## src/sppm_pkg.sv

```systemverilog
// constants for the serial port two pin-function select block
// assumes a 32-bit apb slave and four shared pins indexed a..d as 0..3
`default_nettype none

package sppm_pkg;

  // ****************************************************************
  // register map (byte addresses, one aligned word each)
  // ****************************************************************
  localparam logic [11:0] SPPM_STAT_OFS = 12'h000; // held mode, read only
  localparam logic [11:0] SPPM_DIR_OFS  = 12'h004; // gpio direction
  localparam logic [11:0] SPPM_OUT_OFS  = 12'h008; // gpio output data
  localparam logic [11:0] SPPM_IN_OFS   = 12'h00c; // gpio pin levels

  // ****************************************************************
  // field positions and reset values
  // ****************************************************************
  localparam int          SPPM_STAT_MODE_BIT = 0;     // 1: bsp functions
  localparam int          SPPM_GPIO_THREE    = 0;     // line three bit
  localparam int          SPPM_GPIO_FIVE     = 1;     // line five bit
  localparam int          SPPM_NPIN          = 4;     // shared pins
  localparam int          SPPM_PIN_UART_TX   = 1;     // pin b index
  localparam logic [1:0]  SPPM_DIR_RST       = 2'h0;  // gpio as inputs
  localparam logic [1:0]  SPPM_OUT_RST       = 2'h0;  // gpio data
  localparam logic        SPPM_UART_IDLE     = 1'h1;  // uart line idle
  localparam logic [31:0] SPPM_RDATA_RST     = 32'h0000_0000;

endpackage : sppm_pkg

`default_nettype wire

```

## src/sppm_strap_hold.sv

```systemverilog
// strap capture: follows the strap pin while reset is low, then freezes
// assumes pclk runs while presetn is low
`default_nettype none

module sppm_strap_hold (
  input  wire logic pclk,          // system clock
  input  wire logic presetn,       // reset, active low
  input  wire logic mux_strap_pin, // board strap level
  output var  logic mode_bsp       // held choice, 1 selects bsp
);

  logic strap_ff;
  logic nxt_strap;

  // ****************************************************************
  // hold element
  // ****************************************************************
  // sampled only while reset is asserted, kept after the release
  always_comb begin
    nxt_strap = presetn ? strap_ff : mux_strap_pin;
  end

  // no async reset on purpose: the value is caught during reset
  always_ff @(posedge pclk) begin
    strap_ff <= nxt_strap;
  end

  assign mode_bsp = strap_ff;
endmodule : sppm_strap_hold

`default_nettype wire

```

## src/sppm_pin_select.sv

```systemverilog
// pin-function select for the four shared pins of serial port two
// assumes a synchronous apb master, pad logic that resolves o/oe/i,
// and a uart and buffered serial port that sit beside this block
//
// Behaviour
// strap low: pin c is gpio line five
// strap high: pin c is bsp tx frame sync
// strap low: pin d feeds uart receive
// strap high: pin d is bsp rx frame sync
// selection fixed at reset release, then kept
// gpio line five is input after reset
// bsp tx frame sync is input after reset
// bsp rx frame sync is input after reset
// pin a: gpio three, or bsp tx clock
// pin b: uart transmit, or bsp rx clock
// uart transmit drives one in reset
// muxes steered by held strap, not live pin
`default_nettype none

module sppm_pin_select (
  input  wire logic        pclk,               // apb clock
  input  wire logic        presetn,            // async reset, active low
  input  wire logic        psel,               // apb select
  input  wire logic        penable,            // apb access phase
  input  wire logic        pwrite,             // apb direction
  input  wire logic [11:0] paddr,              // apb byte address
  input  wire logic [31:0] pwdata,             // apb write data
  output var  logic [31:0] prdata,             // apb read data
  output var  logic        pready,             // apb ready
  output var  logic        pslverr,            // apb error
  input  wire logic        mux_strap_pin,      // function strap
  input  wire logic        port_two_shared_pin_a_i, // pin a level
  output var  logic        port_two_shared_pin_a_o, // pin a drive
  output var  logic        port_two_shared_pin_a_oe, // pin a enable
  input  wire logic        port_two_shared_pin_b_i, // pin b level
  output var  logic        port_two_shared_pin_b_o, // pin b drive
  output var  logic        port_two_shared_pin_b_oe, // pin b enable
  input  wire logic        port_two_shared_pin_c_i, // pin c level
  output var  logic        port_two_shared_pin_c_o, // pin c drive
  output var  logic        port_two_shared_pin_c_oe, // pin c enable
  input  wire logic        port_two_shared_pin_d_i, // pin d level
  output var  logic        port_two_shared_pin_d_o, // pin d drive
  output var  logic        port_two_shared_pin_d_oe, // pin d enable
  input  wire logic        uart_txd,           // from uart transmitter
  output var  logic        uart_rxd,           // to uart receiver
  input  wire logic [3:0]  bsp_pin_out,        // bsp drive, per pin a..d
  input  wire logic [3:0]  bsp_pin_en,         // bsp enable, per pin a..d
  output var  logic [3:0]  bsp_pin_in          // pin levels to bsp
);

  logic       mode_bsp;
  logic [3:0] pin_i;
  logic [3:0] alt_o;
  logic [3:0] alt_oe;
  logic [3:0] pad_o_ff;
  logic [3:0] pad_oe_ff;
  logic [3:0] nxt_pad_o;
  logic [3:0] nxt_pad_oe;
  logic [1:0] gpio_dir_ff;
  logic [1:0] gpio_out_ff;
  logic [1:0] gpio_in_ff;
  logic [1:0] nxt_gpio_dir;
  logic [1:0] nxt_gpio_out;
  logic [1:0] nxt_gpio_in;
  logic [3:0] bsp_in_ff;
  logic [3:0] nxt_bsp_in;
  logic       uart_rxd_ff;
  logic       nxt_uart_rxd;
  logic [31:0] prdata_ff;
  logic [31:0] nxt_prdata;
  logic       pready_ff;
  logic       nxt_pready;
  logic       pslverr_ff;
  logic       nxt_pslverr;
  logic       setup;
  logic       wr_done;
  logic       addr_ok;

  // ****************************************************************
  // strap hold
  // ****************************************************************
  sppm_strap_hold u_strap (
    .pclk          (pclk),
    .presetn       (presetn),
    .mux_strap_pin (mux_strap_pin),
    .mode_bsp      (mode_bsp)
  );

  // ****************************************************************
  // apb slave
  // ****************************************************************
  // decode in setup, answer in the first access cycle
  assign setup   = psel & ~penable;
  assign wr_done = psel & penable & pready_ff & pwrite;
  assign addr_ok = (paddr == sppm_pkg::SPPM_STAT_OFS) |
                   (paddr == sppm_pkg::SPPM_DIR_OFS)  |
                   (paddr == sppm_pkg::SPPM_OUT_OFS)  |
                   (paddr == sppm_pkg::SPPM_IN_OFS);

  // read mux, ready and error for the coming access phase
  always_comb begin
    nxt_pready  = setup;
    nxt_pslverr = setup & ~addr_ok;
    nxt_prdata  = sppm_pkg::SPPM_RDATA_RST;
    if (setup && !pwrite) begin
      case (paddr)
        sppm_pkg::SPPM_STAT_OFS:
          nxt_prdata[sppm_pkg::SPPM_STAT_MODE_BIT] = mode_bsp;
        sppm_pkg::SPPM_DIR_OFS: nxt_prdata[1:0] = gpio_dir_ff;
        sppm_pkg::SPPM_OUT_OFS: nxt_prdata[1:0] = gpio_out_ff;
        sppm_pkg::SPPM_IN_OFS:  nxt_prdata[1:0] = gpio_in_ff;
        default:                nxt_prdata      = sppm_pkg::SPPM_RDATA_RST;
      endcase
    end
  end

  // gpio registers; writes land at the completing edge
  always_comb begin
    nxt_gpio_dir = gpio_dir_ff;
    nxt_gpio_out = gpio_out_ff;
    if (wr_done && paddr == sppm_pkg::SPPM_DIR_OFS) begin
      nxt_gpio_dir = pwdata[1:0];
    end
    if (wr_done && paddr == sppm_pkg::SPPM_OUT_OFS) begin
      nxt_gpio_out = pwdata[1:0];
    end
  end

  always_ff @(posedge pclk or negedge presetn) begin
    if (!presetn) begin
      pready_ff   <= 1'b0;
      pslverr_ff  <= 1'b0;
      prdata_ff   <= sppm_pkg::SPPM_RDATA_RST;
      gpio_dir_ff <= sppm_pkg::SPPM_DIR_RST;
      gpio_out_ff <= sppm_pkg::SPPM_OUT_RST;
    end else begin
      pready_ff   <= nxt_pready;
      pslverr_ff  <= nxt_pslverr;
      prdata_ff   <= nxt_prdata;
      gpio_dir_ff <= nxt_gpio_dir;
      gpio_out_ff <= nxt_gpio_out;
    end
  end

  assign prdata  = prdata_ff;
  assign pready  = pready_ff;
  assign pslverr = pslverr_ff;

  // ****************************************************************
  // pad drive
  // ****************************************************************
  // strap-low functions: gpio three, uart tx, gpio five, uart rx
  assign alt_o  = {1'b0, gpio_out_ff[sppm_pkg::SPPM_GPIO_FIVE], uart_txd,
                   gpio_out_ff[sppm_pkg::SPPM_GPIO_THREE]};
  assign alt_oe = {1'b0, gpio_dir_ff[sppm_pkg::SPPM_GPIO_FIVE], 1'b1,
                   gpio_dir_ff[sppm_pkg::SPPM_GPIO_THREE]};

  // per pin: reset default, then bsp or alternate function
  for (genvar g = 0; g < sppm_pkg::SPPM_NPIN; g++) begin : g_pin
    always_comb begin
      if (!presetn) begin
        // only the uart tx pin drives in reset, and it drives one while the held strap is low
        nxt_pad_o[g]  = (g == sppm_pkg::SPPM_PIN_UART_TX) & ~mode_bsp;
        nxt_pad_oe[g] = (g == sppm_pkg::SPPM_PIN_UART_TX) & ~mode_bsp;
      end else if (mode_bsp) begin
        nxt_pad_o[g]  = bsp_pin_out[g];
        nxt_pad_oe[g] = bsp_pin_en[g];
      end else begin
        nxt_pad_o[g]  = alt_o[g];
        nxt_pad_oe[g] = alt_oe[g];
      end
    end
  end

  // pad flops keep running in reset so the defaults reach the pins
  always_ff @(posedge pclk) begin
    pad_o_ff  <= nxt_pad_o;
    pad_oe_ff <= nxt_pad_oe;
  end

  assign port_two_shared_pin_a_o  = pad_o_ff[0];
  assign port_two_shared_pin_a_oe = pad_oe_ff[0];
  assign port_two_shared_pin_b_o  = pad_o_ff[1];
  assign port_two_shared_pin_b_oe = pad_oe_ff[1];
  assign port_two_shared_pin_c_o  = pad_o_ff[2];
  assign port_two_shared_pin_c_oe = pad_oe_ff[2];
  assign port_two_shared_pin_d_o  = pad_o_ff[3];
  assign port_two_shared_pin_d_oe = pad_oe_ff[3];

  // ****************************************************************
  // pad sense
  // ****************************************************************
  assign pin_i = {port_two_shared_pin_d_i, port_two_shared_pin_c_i,
                  port_two_shared_pin_b_i, port_two_shared_pin_a_i};

  // route pin levels to whichever function owns each pin
  always_comb begin
    nxt_bsp_in   = mode_bsp ? pin_i : 4'h0;
    nxt_uart_rxd = mode_bsp ? sppm_pkg::SPPM_UART_IDLE : pin_i[3];
    nxt_gpio_in  = mode_bsp ? 2'h0 : {pin_i[2], pin_i[0]};
  end

  always_ff @(posedge pclk or negedge presetn) begin
    if (!presetn) begin
      bsp_in_ff   <= 4'h0;
      uart_rxd_ff <= sppm_pkg::SPPM_UART_IDLE;
      gpio_in_ff  <= 2'h0;
    end else begin
      bsp_in_ff   <= nxt_bsp_in;
      uart_rxd_ff <= nxt_uart_rxd;
      gpio_in_ff  <= nxt_gpio_in;
    end
  end

  assign bsp_pin_in = bsp_in_ff;
  assign uart_rxd   = uart_rxd_ff;
endmodule : sppm_pin_select

`default_nettype wire

```

## config.mk

```make
export PLATFORM = sky130hd
export DESIGN_NAME = sppm_pin_select
export DESIGN_NICKNAME = d
export VERILOG_FILES = /design/src/sppm_pkg.sv /design/src/sppm_strap_hold.sv /design/src/sppm_pin_select.sv
export SDC_FILE = /design/constraint.sdc
export NUM_CORES = 1
export LEC_CHECK = 0
export BUFFER_PORTS_ARGS = -buffer_cell sky130_fd_sc_hd__buf_2
export CELL_PAD_IN_SITES_DETAIL_PLACEMENT = 1
export CELL_PAD_IN_SITES_GLOBAL_PLACEMENT = 1
export CORE_MARGIN = 2
export CORE_UTILIZATION = 22
export DETAILED_ROUTE_END_ITERATION = 8
export PLACE_DENSITY = 0.76
export SETUP_SLACK_MARGIN = 0.5
export SLEW_MARGIN = 20
export SYNTH_ARGS = -nofsm -noshare
export SYNTH_HDL_FRONTEND = slang
export SYNTH_SLANG_ARGS = --single-unit
```

## constraint.sdc

```tcl
create_clock -name pclk -period 1.2 [get_ports pclk]
set_clock_uncertainty 0.05 [all_clocks]
set_input_delay 0.06 -clock pclk [delete_from_list [all_inputs] [get_ports pclk]]
set_output_delay 0.06 -clock pclk [all_outputs]
set_load 0.05 [all_outputs]
```

# Yosys cells after proc, flatten, opt, wreduce, memory -nomap -nowiden
# Index checks and enable logic that the tools add are counted.
dict set report word_totals {
  register_bits 24
  in_bits 63
  output_inout_bits 47
  elab_cells 49
}
dict set report op_classes {
  eq_ne 3
  muxes 14
  bitwise_logic 11
  reduce_logical 6
}
# op count
set op_table {}
lappend op_table {{equality test 12 x 4 -> 1 bit, second input constant} 2}
lappend op_table {{equality test 12 x 3 -> 1 bit, second input constant} 1}
lappend op_table {{zero test 12 bit} 1}
lappend op_table {{2-to-1 mux 1 bit} 9}
lappend op_table {{AND 1 bit} 5}
lappend op_table {{2-to-1 mux 2 bit} 2}
lappend op_table {{2-to-1 mux 4 bit} 1}
lappend op_table {{case mux 1 bit (4 select lines)} 1}
lappend op_table {{logical AND 1 bit} 3}
lappend op_table {{NOT 1 bit} 3}
lappend op_table {{OR 1 bit} 3}
lappend op_table {{case mux 1 bit (3 select lines)} 1}
lappend op_table {{AND reduction 2 bit} 1}
lappend op_table {{zero test 1 bit} 1}

# Longest topological paths before layout
# Gate-level depths: netlist of the first run.
dict set report depth {
  depth_word 6
  ltp_mapped 4
  mapped_depth_nobuf 3
}

# Modules after synthesis
# From an unflattened synthesis of the first run, not the netlist that was laid out.
dict set report hier_totals {
  hier_cells 101
  hier_area_um2 1169.9
}
# mod n_inst cells_per_inst area_per_inst_um2 seq_area_each_um2
set by_module_without_submodules {}
lappend by_module_without_submodules {sppm_pin_select 1 99 1136.1 536.8}
lappend by_module_without_submodules {sppm_strap_hold 1 2 33.8 30.0}

# Least setup slack after synthesis of the first run
# OpenSTA, ideal clock, no wires.
dict set report synth_timing {
  path_type {reg2reg}
  start {reg pready_ff (netlist: pready)}
  end {reg gpio_dir_ff[0]}
  setup_time_ps 125
  t_arrival_ps 1462
  slack_ps -436
  stages_incl_launch_ff 4
  n_path_buf 0
  period_less_slack_ps 1636
  cell_sequence {dfrtp_1 -> nand4_1 -> nor4_2 -> mux2_2}
}
dict set report synth_between {
  elab_chain_len 3
}
# element line_no
set synth_rtl {}
lappend synth_rtl {{from (decl)} sppm_pin_select.sv:71} ;# logic pready_ff;
lappend synth_rtl {{from (signal assigned)} sppm_pin_select.sv:137} ;# pready_ff <= nxt_pready;
lappend synth_rtl {{AND 1 bit (2 in series)} sppm_pin_select.sv:94} ;# assign wr_done = psel & penable & pready_ff & pwrite;
lappend synth_rtl {{logical AND 1 bit} sppm_pin_select.sv:121} ;# if (wr_done && paddr == sppm_pkg::SPPM_DIR_OFS) begin
lappend synth_rtl {{to (signal assigned)} sppm_pin_select.sv:134} ;# gpio_dir_ff <= sppm_pkg::SPPM_DIR_RST;
lappend synth_rtl {{to (signal assigned)} sppm_pin_select.sv:140} ;# gpio_dir_ff <= nxt_gpio_dir;
lappend synth_rtl {{to (decl)} sppm_pin_select.sv:59} ;# logic [1:0] gpio_dir_ff;
# Every way passes these cells.
# A chain may end at the register's enable or synchronous reset.

# Worst setup path in the final report of the first run
dict set report layout_timing {
  start {in paddr[7]}
  end {reg gpio_dir_ff[0]}
}
dict set report layout_between {
  elab_chain_len 2
}
# element line_no
set layout_rtl {}
lappend layout_rtl {{from (decl)} sppm_pin_select.sv:26} ;# input wire logic [11:0] paddr,
lappend layout_rtl {{equality test 12 x 3 -> 1 bit} sppm_pin_select.sv:121}
lappend layout_rtl {{logical AND 1 bit} sppm_pin_select.sv:121}
# Every way passes these cells.

==> results.yml, run 1 <==
routing:
  drt_iter0_markers: 10
  num_vias: 862
  final_antenna_net_count: 0
  wirelength_um: 2590
  drc: 0
  firstDrtPassIters: 2
  via_per_inst: 3.70
  wire_per_inst_um: 11.1
clock_tree:
  cts_buffers: 3
  cts_buffer_depth: 2
  ctsHtreeMaxLevel: 1
  cts.sinks: 24
  clk_root_buffer_cell: "clkbuf_8"
  worstSkewPairLatency_ns: 0.26
  ctsHoldBuffers: 2
  path_clk_slew_ns: 0.08
  cts_tree: "done"
hold_path:
  worst_hold_startpoint: "mux_strap_pin"
  min_path_cells: 1
  hold_path_class: "in -> reg"
  min_to: "u_strap.mode_bsp"
synth:
  synth_top_area_share: 0.303
  synthFlopType: "dfrtp_1"
  synth-edff-count: 1
  synth.area.top_cells: "dfrtp_1 30%, buf_4 19%, dfxtp_1 14%, mux2_2 4.9%, mux2i_1 3.5%"
  synth_warnings: 0
  synth_top_area_cell: "dfrtp_1"
  yosys.cell_types.count: 28
  synthTopCellsByCount: "30 x buf_4, 14 x dfrtp_1, 8 x dfxtp_1"
  ys_seq_area_frac: 0.490
  synth_most_common_cell: "buf_4"
  syn_area_per_cell_um2: 11.5
  synthArstFlopShare: 0.625
  ys_ff_latch: 24
  synthesis.area_um2: 1160
  postSynthCellCount: 101
critical_path:
  rr_endpoint: "gpio_dir_ff[0]"
  end_kind: "flop"
  cp.arrival_ns: 1.44
  worstPathMaxFanout: 3
  crit_type: "in -> reg"
  r2r_slack_ns: -0.12
  r2r_start: "pready"
  reg2reg_depth: 3
  cp.required_ns: 1.30
  cp-start-kind: "input port"
power:
  power.total_mw: 2.00
  ir_worst_vdd_mv: 0.337
  leakagePower_nw: 0.860
  powerDensity_nw_per_um2: 1140
global_routing:
  grt_overflow_total: 0
  grt_max_degree: 17
  grt_pass1_wl_um: 4060
  grt_pass1_vias: 876
  grt_antenna_before_repair: 0
  grtUsageTotal: 0.0867
outcome:
  outcome: "complete, but fails checks"
  violations: "negative hold slack, negative setup slack"
sta:
  drv_slew: 0
  rsz0062_at_grt: "true"
  hold_violations: 31
  setup_violations: 7
  fin_crit_sh: 1.12
  setup_slack_ns: -0.142
  fin_crit_ns: 1.34
  hold_slack_ns: -0.0783
  clock.fmax_ghz: 0.745
final_layout:
  syn_to_final_growth_pct: 51.7
  diodes: 0
  drive_gt1_frac: 0.595
  fin_cells: 233
  finalNetCount: 227
floorplanning:
  ioPinCount: 110
  fp.dieH_um: 76.5
  die_area_um2: 5860
  chipWidth_um: 76.5
  start_util: 0.227
  core_um2: 5110
  row_count: 26
placed_design:
  dp_hpwl_um: 2030
  io_buffers: 49
  dp_cells: 226
  gp_congestion: 0.747
run:
  cap_violations: 0
==> kinds of logic (layout without fill, tap and decap cells) <==
group           count (synthesis)  after routing  share of synthesized area
buf+inv                        34             67                      0.208
simple gates                   30             30                      0.179
flops                          24             24                      0.490
mux                            10             10                      0.103
compound gates                  2              2                     0.0173
other cells                     1             30                    0.00324
==> power by group <==
group / total, mW / internal [mW] / switching (mW) / leakage [nW]
Combinational: 0.595 / 0.189 / 0.406 / 0.557
Sequential: 0.874 / 0.852 / 0.0226 / 0.274
Clock: 0.531 / 0.292 / 0.239 / 0.0288
Total: 2.00 / 1.33 / 0.668 / 0.860
==> area by class of cell <==
type / count / area (µm²)
fill: 584 / 3350
sequential: 24 / 578
multi-input combinational: 72 / 518
timing repair buffer: 61 / 509
tap: 70 / 87.6
clock buffer: 4 / 55.1
inverter: 2 / 7.51
==> sequential cells by signal, summed over array words and instances (netlist names) <==
signal            count
bsp_pin_in            4
pad_o_ff              4
pad_oe_ff             4
gpio_dir_ff           2
gpio_in_ff            2
gpio_out_ff           2
prdata                2
pready                1
pslverr               1
u_strap.mode_bsp      1
uart_rxd              1
==> what timing repair did <==
action,CTS,global route
endpoints found under the setup margin,39,39
buffers inserted,0,1
pin swaps,4,5
hold endpoints to repair,35,29
gates resized for setup,58,11
==> metal layers <==
layer | vias to the layer above | global-route usage | wire, µm
li1 | 400 | - | -
met1 | 422 | 0.0817 | 848
met2 | 38 | 0.181 | 1560
met3 | 2 | 0.0118 | 146
met4 | 0 | 0.0382 | 34
met5 | - | 0 | 0
==> worst max path at each step <==
stage	startpoint	endpoint	slack, ns	depth (start not counted)
3_3_place_gp	paddr[7]	gpio_dir_ff[0]	-0.42	4
2_1_floorplan	paddr[7]	gpio_dir_ff[0]	-0.26	3
4_1_cts	paddr[7]	gpio_dir_ff[0]	-0.15	4
6_report	paddr[7]	gpio_dir_ff[0]	-0.14	4
5_1_grt	pready	gpio_dir_ff[1]	-0.21	3
3_5_place_dp	paddr[7]	gpio_dir_ff[0]	-0.44	4
==> critical path, stage by stage <==
cell    delay, ns
buf_6        0.09
or4_4        0.55
nor4_2       0.38
mux2_2       0.37
==> cell usage in the layout (no fill, tap or decap), types with 2 or more instances in the layout <==
cell type and n:
buf_2 31, conb_1 30, dfrtp_1 13, buf_8 10, buf_6 9, dfxtp_2 8, buf_4 8, and2_4 5
mux2_2 5, nor2_1 4, clkbuf_8 4, or4_4 3, nand2_1 3, mux2i_1 3, inv_1 2, nor2b_1 2
and3_4 2, or4b_1 2, nor4_2 2
==> per-stage QoR <==
stage	setup slack [ns]	hold WS, ns	instance area, µm²	setup TNS [ns]	utilization
final	-0.142	-0.0783	1760	-0.886	0.344
after global routing	-0.213	-0.0983	1760	-1.21	0.344
after CTS	-0.147	-0.0813	1690	-0.905	0.332
after detailed placement	-0.437	-0.0174	1450	-2.90	0.283
after global placement	-0.424	-0.0224	1450	-2.78	0.283
after floorplan	-0.261	-0.286	1300	-1.77	-
No activity file was read; power rests on OpenSTA's default activity.
==> inputs of run 2 (changes only) <==
ABC_AREA = 1   (was unset)
PLACE_DENSITY = 0.77   (was 0.76)
==> results.yml, run 2 <==
synth:
  ys_seq_area_frac: 0.462
  ys_ff_latch: 24
  synth_warnings: 0
  synth-edff-count: 1
  synth_most_common_cell: "buf_4"
  synthTopCellsByCount: "30 x buf_4, 23 x nor2_1, 19 x inv_1, 19 x nand2_1, 14 x dfrtp_1"
  synthArstFlopShare: 0.625
  synthesis.area_um2: 1230
  synthFlopType: "dfrtp_1"
  syn_area_per_cell_um2: 8.35
  synth_top_area_cell: "dfrtp_1"
  synth_top_area_share: 0.285
  yosys.cell_types.count: 21
  postSynthCellCount: 147
  synth.area.top_cells: "dfrtp_1 29%, buf_4 18%, dfxtp_1 13%, nor2_1 7.0%, inv_1 5.8%"
clock_tree:
  clk_root_buffer_cell: "clkbuf_8"
  cts.sinks: 24
  worstSkewPairLatency_ns: 0.27
  cts_buffers: 3
  path_clk_slew_ns: 0.09
  cts_tree: "done"
  ctsHtreeMaxLevel: 1
  cts_buffer_depth: 2
critical_path:
  cp-start-kind: "flop"
  crit_buf_inv: 1
  cp.arrival_ns: 0.96
  crit_chain: "buf_8"
  worstPathMaxFanout: 1
  critical-path-max-stage-delay_ns: 0.55
  path_delay_family: "flip-flops"
  end_kind: "output pin"
  cp.required_ns: 1.09
  crit_type: "reg -> out"
  slowest_stage: "dfstp_2"
power:
  leakagePower_nw: 0.998
  powerDensity_nw_per_um2: 1160
  clockPowerShare: 0.314
  switching_share: 0.333
  power.total_mw: 2.24
  p_sw_mw: 0.747
  ir_worst_vdd_mv: 0.392
  internal_power_mw: 1.49
  comb_power_share: 0.293
  p_seq_frac: 0.392
sta:
  setup_violations: 0
  setup_slack_ns: 0.131
  clock.fmax_ghz: 0.935
  rsz0062_at_grt: "true"
  fin_crit_ns: 1.07
  hold_violations: 7
  drv_slew: 0
  fin_crit_sh: 0.891
  hold_slack_ns: -0.0574
  setup_tns_ns: 0
final_layout:
  final_cell_mix: "32 x buf_2, 30 x conb_1, 16 x inv_1, 15 x nor2_1, 15 x buf_6"
  regArea_um2: 578
  final_common_cell: "buf_2"
  fill_cells: 642
  multiInputGateArea_um2: 586
  diodes: 0
  finalNetCount: 276
  drive_gt1_frac: 0.495
  syn_to_final_growth_pct: 57.9
floorplanning:
  chipWidth_um: 78.7
  die_area_um2: 6190
  fp.dieH_um: 78.7
  row_count: 27
  core_um2: 5440
  start_util: 0.226
  ioPinCount: 110
routing:
  wire_per_inst_um: 11.1
  wirelength_um: 3150
  drt_iter0_markers: 20
  num_vias: 1054
  drc: 0
  via_per_inst: 3.71
  firstDrtPassIters: 2
  final_antenna_net_count: 0
hold_path:
  hold_path_class: "in -> reg"
global_routing:
  grt_antenna_before_repair: 0
  grt_pass1_wl_um: 4710
  grtUsageTotal: 0.101
  grt_pass1_vias: 1013
  grt_overflow_total: 0
  grt_max_degree: 15
run:
  cap_violations: 0
placed_design:
  dp_hpwl_um: 2240
  place_ws_ns: 0.159
  io_buffers: 49
  gp_congestion: 0.789
outcome:
  outcome: "complete, but fails checks"
  violations: "negative hold slack"
run 2: cell types whose count changed in the layout (fill, tap and decap cells not counted), moves of 7 or more:
cell / before / now
nand2_1: 3 / 11
nor2_2: 0 / 7
inv_1: 2 / 16
nand3_1: 0 / 8
nor2_1: 4 / 15
run 2: routing by layer:
| layer | up-vias | share of wire | routed length [µm] | track usage |
|---|---|---|---|---|
| li1 | 513 | - | - | - |
| met1 | 495 | 0.35 | 1110 | 0.110 |
| met2 | 42 | 0.57 | 1780 | 0.189 |
| met3 | 4 | 0.071 | 225 | 0.0227 |
| met4 | 0 | 0.0092 | 29 | 0.0421 |
| met5 | - | 0 | 0 | 0 |
run 2: worst min-delay path, delay by kind of cell:
family | cells | cell delay (ns)
buf+inv | 1 | 0.07
simple gates | 2 | 0.09
run 2: power groups by stage:
stage | Clock (mW) | Sequential (mW) | Combinational (mW)
after floorplan | 0 | 0.999 | 0.356
after global placement | 0 | 0.878 | 0.524
after detailed placement | 0 | 0.880 | 0.531
after CTS | 0.731 | 0.876 | 0.617
after global routing | 0.780 | 0.883 | 0.694
final | 0.705 | 0.879 | 0.657
run 2: kinds of logic (layout without fill, tap and decap cells):
group,Yosys count,in the layout,share of synthesized area
DFF,24,24,0.462
other,1,30,0.00306
and+or+nand+nor,61,61,0.238
AOI/OAI and AO/OA,10,10,0.0428
buffers and inverters,51,87,0.255
run 2: final timing paths:
kind / slack (ns) / start / end / depth (start not counted)
max: 0.13 / uart_rxd / uart_rxd / 1
min: -0.06 / bsp_pin_out[2] / pad_o_ff[2] / 3
max reg2reg: 0.14 / pready / gpio_dir_ff[0] / 5
min reg2reg: 0.51 / gpio_out_ff[0] / gpio_out_ff[0] / 2
max in group asynchronous: 0.61 / presetn / pready / 3
min in group asynchronous: 0.01 / presetn / bsp_pin_in[1] / 2
run 2: what timing repair did:
action,CTS,global route
pin swaps,13,5
endpoints found under the hold margin,32,8
hold buffers,7,1
buffers inserted,2,1
endpoints found under the setup margin,38,53
resized for setup,58,28
run 2: area by class of cell:
type / instances / share of cell area
Sequential cell: 24 / 0.298
Clock buffer: 3 / 0.0213
Clock inverter: 1 / 0.0155
Multi-Input combinational cell: 101 / 0.302
Inverter: 19 / 0.0368
Tap cell: 72 / 0.0465
Timing Repair Buffer: 64 / 0.280
run 2: metrics by stage:
step | area (µm²) | util | instances
floorplan | 1380 | - | 176
global placement | 1510 | 0.277 | 269
detailed placement | 1510 | 0.277 | 269
finish | 1940 | 0.356 | 284
global route | 1940 | 0.356 | 284
CTS | 1820 | 0.334 | 282
==> inputs of run 3 (changes only) <==
PLACE_DENSITY = 0.79   (was 0.77)
==> results.yml, run 3 (same netlist as run 2, synthesis figures left out) <==
placed_design:
  dp_cells: 270
  io_buffers: 49
  gp_congestion: 0.690
  dp_hpwl_um: 2230
  dpl_cell_area_um2: 1510
clock_tree:
  cts_tree: "done"
  cts_buffer_depth: 2
  ctsHtreeMaxLevel: 1
  cts.sinks: 24
  worstSkewPairLatency_ns: 0.26
  path_clk_slew_ns: 0.08
  ctsHoldBuffers: 4
  clk_root_buffer_cell: "clkbuf_8"
  cts_buffers: 3
floorplanning:
  row_count: 27
  die_area_um2: 6190
  ioPinCount: 110
  chipWidth_um: 78.7
  fp.dieH_um: 78.7
  core_um2: 5440
  start_util: 0.226
final_layout:
  final_cell_mix: "32 x buf_2, 30 x conb_1, 17 x inv_1, 14 x buf_6"
  final_common_cell: "buf_2"
  fin_cells: 279
  drive_gt1_frac: 0.498
  design_area_um2: 1830
  syn_to_final_growth_pct: 49.0
  diodes: 0
  finalNetCount: 272
  final_util: 0.336
sta:
  hold_slack_ns: -0.336
  fin_crit_sh: 0.874
  setup_tns_ns: 0
  clock.fmax_ghz: 0.953
  setup_violations: 0
  hold_violations: 15
  fin_crit_ns: 1.05
  rsz0062_at_grt: "true"
  drv_slew: 0
power:
  ir_worst_vdd_mv: 0.352
  leakagePower_nw: 0.948
  powerDensity_nw_per_um2: 1080
routing:
  final_antenna_net_count: 0
  num_vias: 1050
  via_per_inst: 3.76
  wire_per_inst_um: 10.3
  wirelength_um: 2870
  drc: 0
  firstDrtPassIters: 2
  drt_iter0_markers: 21
hold_path:
  hold_path_class: "in -> async"
global_routing:
  grt_overflow_total: 0
  grt_max_degree: 15
  grt_pass1_wl_um: 4690
  grtUsageTotal: 0.0976
  grt_pass1_vias: 1030
  grt_antenna_before_repair: 0
critical_path:
  cp.arrival_ns: 0.94
  slowest_stage: "dfstp_2"
  crit_chain: "buf_8"
  r2r_slack_ns: 0.17
  r2r_start: "u_strap.mode_bsp"
  path_delay_family: "flip-flops"
  cp-startpoint: "uart_rxd"
  end_kind: "output pin"
  crit_buf_inv: 1
  cp.required_ns: 1.09
  worstPathMaxFanout: 1
  cp-start-kind: "flop"
  crit_type: "reg -> out"
  critical-path-max-stage-delay_ns: 0.54
outcome:
  violations: "negative hold slack"
  outcome: "complete, but fails checks"
run:
  cap_violations: 0
## run 3: changes by cell type in the layout (fill, tap and decap cells not counted), sizes merged
cell	change
bufinv	-1
dlygate4sd3	-3
dlymetal6s4s	-1
## run 3: report_power, final
group	total [mW]	internal, mW	switching (mW)
clock network	0.466	0.224	0.241
registers	0.877	0.855	0.0225
logic	0.635	0.178	0.457
total	1.98	1.26	0.721
## run 3: cell type report
cell class	count	area [µm²]
inverter	19	71.3
timing repair buffer	60	490
tap	72	90.1
sequential	24	578
clock buffer	3	41.3
multi-input combinational	101	558
fill	653	3610
## run 3: path summary, 6_finish.rpt
check	end	cells after the start
min reg2reg	gpio_dir_ff[1]	2
max in group asynchronous	pready	2
min in group pclk	u_strap.mode_bsp	1
max reg2reg	pad_o_ff[1]	5
min	bsp_pin_in[3]	1
max	uart_rxd	1
## run 3: layer usage
layer,track usage,vias up,share of wire
met2,0.196,41,0.58
li1,-,509,-
met5,0,-,0
met4,0.0316,0,0.012
met3,0.0216,5,0.069
met1,0.0979,495,0.34
## run 3: per-stage QoR
stage	worst slack, ns	total power, mW
finish	0.151	1.98
global route	0.0959	2.09
CTS	0.141	1.97
floorplan	0.0734	1.36
global placement	0.166	1.40
detailed placement	0.128	1.41
## run 3: timing repair
action / 4_1_cts / 5_1_grt
resized for setup: 65 / 13
buffers inserted: 0 / 2
endpoints found under the hold margin: 32 / 16
setup endpoints to repair: 38 / 38
pin swaps: 12 / 7
## run 3: worst reg2reg max path: cells and delay by family (launching register included)
family / cells / cell delay [ns]
simple gates: 1 / 0.07
compound gates: 1 / 0.05
buf+inv: 3 / 0.34
flops: 1 / 0.43
